File: config.mk
export PLATFORM = sky130hd
export DESIGN_NAME = pcs_clock_synth
export DESIGN_NICKNAME = d
export VERILOG_FILES = /design/src/hw/pcs_pkg.sv /design/src/hw/pcs_div_if.sv /design/src/hw/pcs_clock_synth.sv /design/src/hw/pcs_divider.sv
export VERILOG_INCLUDE_DIRS = /design/src /design/src/hw
export SDC_FILE = /design/constraint.sdc
export NUM_CORES = 2
export LEC_CHECK = 0
export ABC_AREA = 1
export ABC_CLOCK_PERIOD_IN_PS = 5000
export BUFFER_PORTS_ARGS = -buffer_cell sky130_fd_sc_hd__buf_2
export CAP_MARGIN = 40
export CORE_MARGIN = 10
export CORE_UTILIZATION = 65
export CTS_CLUSTER_DIAMETER = 60
export DETAILED_ROUTE_END_ITERATION = 12
export PLACE_DENSITY = 0.86
export SYNTH_ARGS = -nofsm -noshare
export SYNTH_HDL_FRONTEND = slang
export SYNTH_SLANG_ARGS = --single-unit
File: constraint.sdc
create_clock -name clk -period 5 [get_ports clk]
set_input_delay 0.75 -clock clk [delete_from_list [all_inputs] [get_ports clk]]
set_output_delay 0.75 -clock clk [all_outputs]
set_load 0.02 [all_outputs]
File: src/hw/pcs_params.svh
`ifndef PCS_PARAMS_SVH
`define PCS_PARAMS_SVH

// ----------------------------------------------------------------
// sizes
// ----------------------------------------------------------------
`define PCS_NUM_LOOPS   8
`define PCS_RATIO_W     6
`define PCS_PER_W       12
`define PCS_DLY_W       4
`define PCS_DLY_DEPTH   16
`define PCS_GOOD_W      4

// ----------------------------------------------------------------
// reset values and limits
// ----------------------------------------------------------------
`define PCS_PER_INIT    12'h040
`define PCS_PER_MIN     12'h002
`define PCS_PER_MAX     12'hFFF
`define PCS_LOCK_COUNT  4'h8

`endif

File: src/hw/pcs_pkg.sv
`include "pcs_params.svh"

package pcs_pkg;

    // ------------------------------------------------------------
    // types
    // ------------------------------------------------------------
    typedef logic [`PCS_RATIO_W-1:0] pcs_ratio_t;
    typedef logic [`PCS_PER_W-1:0]   pcs_per_t;
    typedef logic [`PCS_DLY_W-1:0]   pcs_dly_t;
    typedef logic [`PCS_GOOD_W-1:0]  pcs_good_t;

    typedef enum logic [2:0] {
        PCS_ST_RESET   = 3'b001,
        PCS_ST_ACQUIRE = 3'b010,
        PCS_ST_LOCKED  = 3'b100
    } pcs_lock_e;

    // ------------------------------------------------------------
    // helpers
    // ------------------------------------------------------------
    function automatic logic pcs_rise(input logic cur, input logic prev);
        pcs_rise = cur & ~prev;
    endfunction

    // ratio 0 behaves as 1 so a blank setting still passes ticks
    function automatic pcs_ratio_t pcs_last(input pcs_ratio_t ratio);
        if (ratio <= pcs_ratio_t'(1))
            pcs_last = '0;
        else
            pcs_last = ratio - pcs_ratio_t'(1);
    endfunction

endpackage

File: src/hw/pcs_div_if.sv
`timescale 1ns/1ps

interface pcs_div_if;
    logic               rst;
    logic               tick_in;
    logic               tick_out;
    pcs_pkg::pcs_ratio_t ratio;

    modport unit (input rst, input tick_in, input ratio, output tick_out);
    modport user (output rst, output tick_in, output ratio, input tick_out);
endinterface

File: src/hw/pcs_clock_synth.sv
`timescale 1ns/1ps
`include "pcs_params.svh"

// Function
// - eight independent loops, each with own dividers, reset, feedback, lock
// - loop i takes reference from pin i, primary drives net i
// - enabled secondary of loop i (0 to 6) drives net i+1
// - loop reset chosen between fabric signal and dedicated pin
// - feedback chosen between dedicated pin and tap of own driven clock
// - lock of each loop goes straight out to fabric
// - input divider divides, feedback divider multiplies: out = ref*N/M
// - post divider brings oscillator down to primary output
// - secondary divider used only when secondary enabled, divides primary
// - programmable delay in reference or feedback path skews output
// - each net sourced from its pin or from the synthesis circuit

module pcs_clock_synth (
    input  wire logic                                       clk,
    input  wire logic                                       sys_rst,
    input  wire logic [`PCS_NUM_LOOPS-1:0]                  global_clock_pin,
    input  wire logic [`PCS_NUM_LOOPS-1:0]                  net_src_synth,
    input  wire logic [`PCS_NUM_LOOPS-1:0]                  secondary_enable,
    input  wire logic [`PCS_NUM_LOOPS-1:0]                  rst_pin_sel,
    input  wire logic [`PCS_NUM_LOOPS-1:0]                  loop_rst_fabric,
    input  wire logic [`PCS_NUM_LOOPS-1:0]                  loop_rst_pin,
    input  wire logic [`PCS_NUM_LOOPS-1:0]                  fbk_pin_sel,
    input  wire logic [`PCS_NUM_LOOPS-1:0]                  loop_feedback_in,
    input  wire pcs_pkg::pcs_ratio_t [`PCS_NUM_LOOPS-1:0]   div_in_ratio,
    input  wire pcs_pkg::pcs_ratio_t [`PCS_NUM_LOOPS-1:0]   div_fb_ratio,
    input  wire pcs_pkg::pcs_ratio_t [`PCS_NUM_LOOPS-1:0]   div_post_ratio,
    input  wire pcs_pkg::pcs_ratio_t [`PCS_NUM_LOOPS-1:0]   div_sec_ratio,
    input  wire logic [`PCS_NUM_LOOPS-1:0]                  delay_on_fb,
    input  wire pcs_pkg::pcs_dly_t [`PCS_NUM_LOOPS-1:0]     delay_taps,
    output logic [`PCS_NUM_LOOPS-1:0]                       global_net,
    output logic [`PCS_NUM_LOOPS-1:0]                       loop_lock
);
    import pcs_pkg::*;

    logic [`PCS_NUM_LOOPS-1:0] pin_q;
    logic [`PCS_NUM_LOOPS-1:0] fbk_pin_q;
    logic [`PCS_NUM_LOOPS-1:0] prim_q;
    logic [`PCS_NUM_LOOPS-1:0] sec_q;

    // ------------------------------------------------------------
    // pin history for edge detection
    // ------------------------------------------------------------
    always_ff @(posedge clk)
    begin
        if (sys_rst)
        begin
            pin_q     <= '0;
            fbk_pin_q <= '0;
        end
        else
        begin
            pin_q     <= global_clock_pin;
            fbk_pin_q <= loop_feedback_in;
        end
    end

    // ------------------------------------------------------------
    // loop instances
    // ------------------------------------------------------------
    for (genvar i = 0; i < `PCS_NUM_LOOPS; i++)
    begin : g_loop
        pcs_div_if ref_if ();
        pcs_div_if fb_if ();
        pcs_div_if post_if ();
        pcs_div_if sec_if ();

        logic                     loop_rst;
        logic                     ref_raw;
        logic                     fb_raw;
        logic                     dly_in;
        logic                     dly_out;
        logic                     ref_tick;
        logic                     fb_tick;
        logic                     bad_ref;
        logic                     bad_fb;
        logic                     vco_tick;
        logic                     use_sec;
        logic [`PCS_DLY_DEPTH-1:0] dly_q;
        logic                     last_fb_q;
        pcs_good_t                good_q;
        pcs_per_t                 per_q;
        pcs_per_t                 cnt_q;
        pcs_lock_e                st_q;

        assign loop_rst = sys_rst | (rst_pin_sel[i] ? loop_rst_pin[i]
                                                    : loop_rst_fabric[i]);

        assign ref_raw = pcs_rise(global_clock_pin[i], pin_q[i]);
        // internal tap follows the clock this loop puts on its own net
        assign fb_raw = fbk_pin_sel[i]
                      ? pcs_rise(loop_feedback_in[i], fbk_pin_q[i])
                      : (post_if.tick_out & ~prim_q[i]);

        // delay in feedback leads the output, in reference lags it
        assign dly_in  = delay_on_fb[i] ? fb_raw : ref_raw;
        assign dly_out = (delay_taps[i] == '0) ? dly_in
                       : dly_q[delay_taps[i] - pcs_dly_t'(1)];
        assign ref_tick = delay_on_fb[i] ? ref_raw : dly_out;
        assign fb_tick  = delay_on_fb[i] ? dly_out : fb_raw;

        always_ff @(posedge clk)
        begin
            if (loop_rst)
                dly_q <= '0;
            else
                dly_q <= {dly_q[`PCS_DLY_DEPTH-2:0], dly_in};
        end

        // input and feedback dividers set out = ref * N / M
        assign ref_if.rst     = loop_rst;
        assign ref_if.tick_in = ref_tick;
        assign ref_if.ratio   = div_in_ratio[i];
        assign fb_if.rst      = loop_rst;
        assign fb_if.tick_in  = fb_tick;
        assign fb_if.ratio    = div_fb_ratio[i];

        pcs_divider u_ref_div (.clk(clk), .port(ref_if.unit));
        pcs_divider u_fb_div  (.clk(clk), .port(fb_if.unit));

        // bang-bang detector: two of a kind in a row means off frequency
        assign bad_ref = ref_if.tick_out & ~fb_if.tick_out & ~last_fb_q;
        assign bad_fb  = fb_if.tick_out & ~ref_if.tick_out & last_fb_q;

        always_ff @(posedge clk)
        begin
            if (loop_rst)
            begin
                last_fb_q <= 1'b0;
                per_q     <= `PCS_PER_INIT;
                good_q    <= '0;
            end
            else if (bad_ref)
            begin
                good_q <= '0;
                if (per_q > `PCS_PER_MIN)
                    per_q <= per_q - pcs_per_t'(1);
            end
            else if (bad_fb)
            begin
                good_q <= '0;
                if (per_q < `PCS_PER_MAX)
                    per_q <= per_q + pcs_per_t'(1);
            end
            else if (ref_if.tick_out | fb_if.tick_out)
            begin
                last_fb_q <= fb_if.tick_out & ~ref_if.tick_out;
                if (good_q != `PCS_LOCK_COUNT)
                    good_q <= good_q + pcs_good_t'(1);
            end
        end

        // oscillator: one tick every per_q cycles
        always_ff @(posedge clk)
        begin
            if (loop_rst)
                cnt_q <= '0;
            else if (cnt_q == '0)
                cnt_q <= per_q - pcs_per_t'(1);
            else
                cnt_q <= cnt_q - pcs_per_t'(1);
        end
        assign vco_tick = (cnt_q == '0) & ~loop_rst;

        assign post_if.rst     = loop_rst;
        assign post_if.tick_in = vco_tick;
        assign post_if.ratio   = div_post_ratio[i];
        pcs_divider u_post_div (.clk(clk), .port(post_if.unit));

        // secondary divider held in reset while unused
        assign sec_if.rst     = loop_rst | ~secondary_enable[i];
        assign sec_if.tick_in = post_if.tick_out;
        assign sec_if.ratio   = div_sec_ratio[i];
        pcs_divider u_sec_div (.clk(clk), .port(sec_if.unit));

        always_ff @(posedge clk)
        begin
            if (loop_rst)
                prim_q[i] <= 1'b0;
            else if (post_if.tick_out)
                prim_q[i] <= ~prim_q[i];
        end

        always_ff @(posedge clk)
        begin
            if (sec_if.rst)
                sec_q[i] <= 1'b0;
            else if (sec_if.tick_out)
                sec_q[i] <= ~sec_q[i];
        end

        // ------------------------------------------------------------
        // lock state
        // ------------------------------------------------------------
        always_ff @(posedge clk)
        begin
            if (loop_rst)
                st_q <= PCS_ST_RESET;
            else
            begin
                case (st_q)
                    PCS_ST_RESET:
                        st_q <= PCS_ST_ACQUIRE;
                    PCS_ST_ACQUIRE:
                        if (good_q == `PCS_LOCK_COUNT)
                            st_q <= PCS_ST_LOCKED;
                    PCS_ST_LOCKED:
                        if (bad_ref | bad_fb)
                            st_q <= PCS_ST_ACQUIRE;
                    default:
                        st_q <= PCS_ST_RESET;
                endcase
            end
        end
        assign loop_lock[i] = (st_q == PCS_ST_LOCKED);

        // ------------------------------------------------------------
        // global net source
        // ------------------------------------------------------------
        if (i > 0)
        begin : g_nb
            assign use_sec = secondary_enable[i-1];
        end
        else
        begin : g_nb0
            assign use_sec = 1'b0;
        end

        always_ff @(posedge clk)
        begin
            if (sys_rst)
                global_net[i] <= 1'b0;
            else if (!net_src_synth[i])
                global_net[i] <= global_clock_pin[i];
            else if (use_sec)
                global_net[i] <= sec_q[(i+`PCS_NUM_LOOPS-1)%`PCS_NUM_LOOPS];
            else
                global_net[i] <= prim_q[i];
        end
    end
endmodule

File: src/hw/pcs_divider.sv
`timescale 1ns/1ps

module pcs_divider (
    input  wire logic clk,
    pcs_div_if.unit   port
);
    import pcs_pkg::*;

    pcs_ratio_t cnt_q;

    // ------------------------------------------------------------
    // tick counter
    // ------------------------------------------------------------
    always_ff @(posedge clk)
    begin
        if (port.rst)
        begin
            cnt_q         <= '0;
            port.tick_out <= 1'b0;
        end
        else if (port.tick_in)
        begin
            if (cnt_q >= pcs_last(port.ratio))
            begin
                cnt_q         <= '0;
                port.tick_out <= 1'b1;
            end
            else
            begin
                cnt_q         <= cnt_q + pcs_ratio_t'(1);
                port.tick_out <= 1'b0;
            end
        end
        else
        begin
            port.tick_out <= 1'b0;
        end
    end
endmodule

==> results.cfg <==
[setup_path]
required_ns = 5.49
ff2ff_path_depth = 9
r2r_end = g_loop[7].per_q[7]
cp-start-kind = input pin
cp_max_fo = 29
r2r_start = g_loop[7].u_ref_div.port.tick_out
reg2reg_setup_slack_ns = 2.26
crit_type = in2reg
cp-startpoint = sys_rst
arrival_ns = 3.32
end_kind = flip-flop

[drt]
wire_per_inst_microns = 13.4
drc_errors = 0
firstDrtPassIters = 6
vias = 40500
first_iter_violations = 2519
ant_nets = 0
wl_microns = 99900
viasPerCell = 5.42

[pwr]
leakagePower_uw = 0.0227
peakVddDrop_mv = 0.331
power_density_nw_per_um2 = 330

[finish]
drive_gt1_frac = 0.0948
fin_util = 0.730
fin_nets = 7204
stdcell_count = 7478
area_growth_syn_to_layout_pct = 11.4
fill_cells = 5204

[placed_design]
place_congestion = 0.926
dp_hpwl_microns = 74500
placed_cells = 7334
dp_slack_ns = 1.53
port-buffer-count = 306

[clocking]
h-tree-depth = 3
cts_buffers = 74
cts_root_buf = clkbuf_16
ctsHoldBuffers = 0
insertion_delay_ns = 0.61
clk_path_buf_depth = 3
cts.reportedPaths.clkPinSlew_ns = 0.06
cts_tree = done
clkSinkCount = 640
postCtsSetupBuffers = 0
ctsResizeCount = 0

[sta]
skew_ns = 0.0247
hold_violations = 0
fmax_ghz = 0.354
finalSetupTns_ns = 0
min_period_ns = 2.82
rsz0062_at_grt = false
setup_slack_ns = 2.18
whs_ns = 0.331
setup_viol_count_final = 0
slew_headroom = 0.477
worstMarginPinSlew_ns = 0.782
fin_crit_sh = 0.565
drv_slew = 0

[logic_synthesis]
syn-num-nets = 6922
async_flop_share = 0
yosys_most_used_dff = dfxtp_1
yosys-top-cells-area = dfxtp_1 30%, nand2_1 11%, ha_1 10%, inv_1 8.3%, nor2_1 8.2%
syn_area_sq_um = 42300
synth_top_area_share = 0.303
postSynthRegisterBits = 640
synth_edf_count = 0
syn_inst = 6273
ys_types = 61
synth_area_leader_cell = dfxtp_1
ys_warn_count = 0
syn_area_per_cell_sq_um = 6.74
seq_area_frac_synth = 0.303

[global_route]
grt_pass1_wl_microns = 169000
first_global_vias = 38100
track_usage = 0.256
grt_antenna_before_repair = 20
grt_max_degree = 36
grt.overflow.total = 0

[hold_path]
hold_end = global_net[0]
hold_path_depth = 2
hold_path.class = in2reg
min-delay-start = net_src_synth[0]

[status]
outcome = completed

[floorplan]
die_x_microns = 275
dieArea_sq_um = 75600
core_area_sq_um = 64500
pin_count = 314
start_util = 0.656
die_y_microns = 275
core.rowCount = 93

[run]
cap_violations = 0
-- metal layers --
layer / track usage / up-vias / part of all wire
li1: - / 20900 / -
met1: 0.309 / 18400 / 0.43
met2: 0.454 / 1009 / 0.48
met3: 0.0474 / 208 / 0.061
met4: 0.0846 / 20 / 0.025
met5: 0 / - / 0.0012
-- synth_stat cells, drive strengths merged (7+ instances only) --
cell type  instances
nor3             102
clkbuf            40
a31oi             29
or2               82
o211ai            91
ha               351
nand3b            58
nand4             79
o32ai              7
o21a              27
a22o               8
o22ai             38
a21boi            10
a21oi            277
nor2             938
a32o               9
xor2             224
nand2           1206
buf               73
o21ai            281
nand3            613
inv              965
xnor2             65
nor3b             26
dfxtp            640
-- worst max-delay path, cell delays in order --
cell and delay, ns:
buf_2 0.18, buf_4 0.27, nor3_4 0.20, buf_4 0.33, inv_2 0.31, nor3_1 0.65, buf_4 0.27, nand4_1 0.10
xor2_1 0.16, nor2_1 0.06
-- where the power goes --
group	switching (uW)	internal [uW]	total [uW]
combinational	2480	1450	3930
clock	2260	3570	5830
sequential	294	5500	5790
total	5030	10500	15500
-- stage by stage --
stage | total power, uW | area [sq um]
3_3_place_gp | 9560 | 44400
6_report | 15500 | 47100
4_1_cts | 15600 | 47000
2_1_floorplan | 8850 | 42300
3_5_place_dp | 9710 | 44400
5_1_grt | 16500 | 47100
-- kinds of logic (layout without fill, tap and decap cells) --
| family | count (synthesis) | count (layout) | share of synthesized area |
|---|---|---|---|
| xor gates and xnor gates | 289 | 289 | 0.0599 |
| buffers and inverters | 1078 | 1417 | 0.0995 |
| adders and majority gates | 351 | 351 | 0.104 |
| other | 0 | 11 | 0 |
| AOI/OAI and AO/OA | 802 | 802 | 0.110 |
| muxes | 2 | 2 | 0.000474 |
| and+or+nand+nor | 3111 | 3111 | 0.323 |
| DFF | 640 | 640 | 0.303 |
-- cell type report --
cell class                 instances  area, sq um  area share
multi-input combinational       4555        25200       0.536
sequential                       640        12800       0.272
inverter                         965         3640      0.0773
clock buffer                      98         2150      0.0456
timing repair buffer             319         1630      0.0347
tap                              855         1070      0.0227
clock inverter                    35          497      0.0106
antenna                           11         27.5    0.000585
-- how the worst max path moves through the flow --
stage | cells after the start | slack (ns) | to
after floorplan | 13 | 2.14 | g_loop[2].u_ref_div.cnt_q[2]
after global placement | 10 | 1.61 | g_loop[5].u_post_div.cnt_q[5]
after detailed placement | 10 | 1.53 | g_loop[5].u_post_div.cnt_q[5]
after CTS | 10 | 2.19 | g_loop[5].u_post_div.cnt_q[5]
after global routing | 14 | 1.89 | g_loop[2].u_ref_div.cnt_q[4]
final | 10 | 2.18 | g_loop[5].u_post_div.cnt_q[5]
-- state kept, by name, summed over array words and instances, names as in the netlist --
name	cells
fbk_pin_q	8
g_loop.cnt_q	96
g_loop.dly_q	128
g_loop.good_q	32
g_loop.last_fb_q	8
g_loop.per_q	96
g_loop.st_q	24
g_loop.u_fb_div.cnt_q	48
g_loop.u_fb_div.port.tick_out	8
g_loop.u_post_div.cnt_q	48
g_loop.u_post_div.port.tick_out	8
g_loop.u_ref_div.cnt_q	48
g_loop.u_ref_div.port.tick_out	8
g_loop.u_sec_div.cnt_q	42
g_loop.u_sec_div.port.tick_out	7
global_net	8
pin_q	8
prim_q	8
sec_q	7
-- layout by cell type, fill, tap and decap left out, types with 7 or more instances in the layout --
master and instances:
clkbuf_8 12, clkbuf_1 8, buf_4 12, xnor2_1 65
ha_1 351, clkbuf_16 78, o211ai_1 90, nand3_2 14
nand4_1 79, buf_2 306, a21boi_0 10, nor2_1 919
diode_2 11, a21oi_1 273, o21ai_1 9, nor3_1 87
xor2_1 224, a22o_1 8, inv_1 930, or2_2 82
nor2_2 12, o32ai_1 7, o21a_1 27, inv_2 28
nor3_4 10, o22ai_1 38, a31oi_1 29, nand2_1 1199
clkinv_2 8, nor3b_1 26, nand3_1 598, inv_4 7
dfxtp_1 640, o21ai_0 270, a32o_1 9, nand3b_1 58
bufinv_16 10
(Power assumes the default switching activity.)
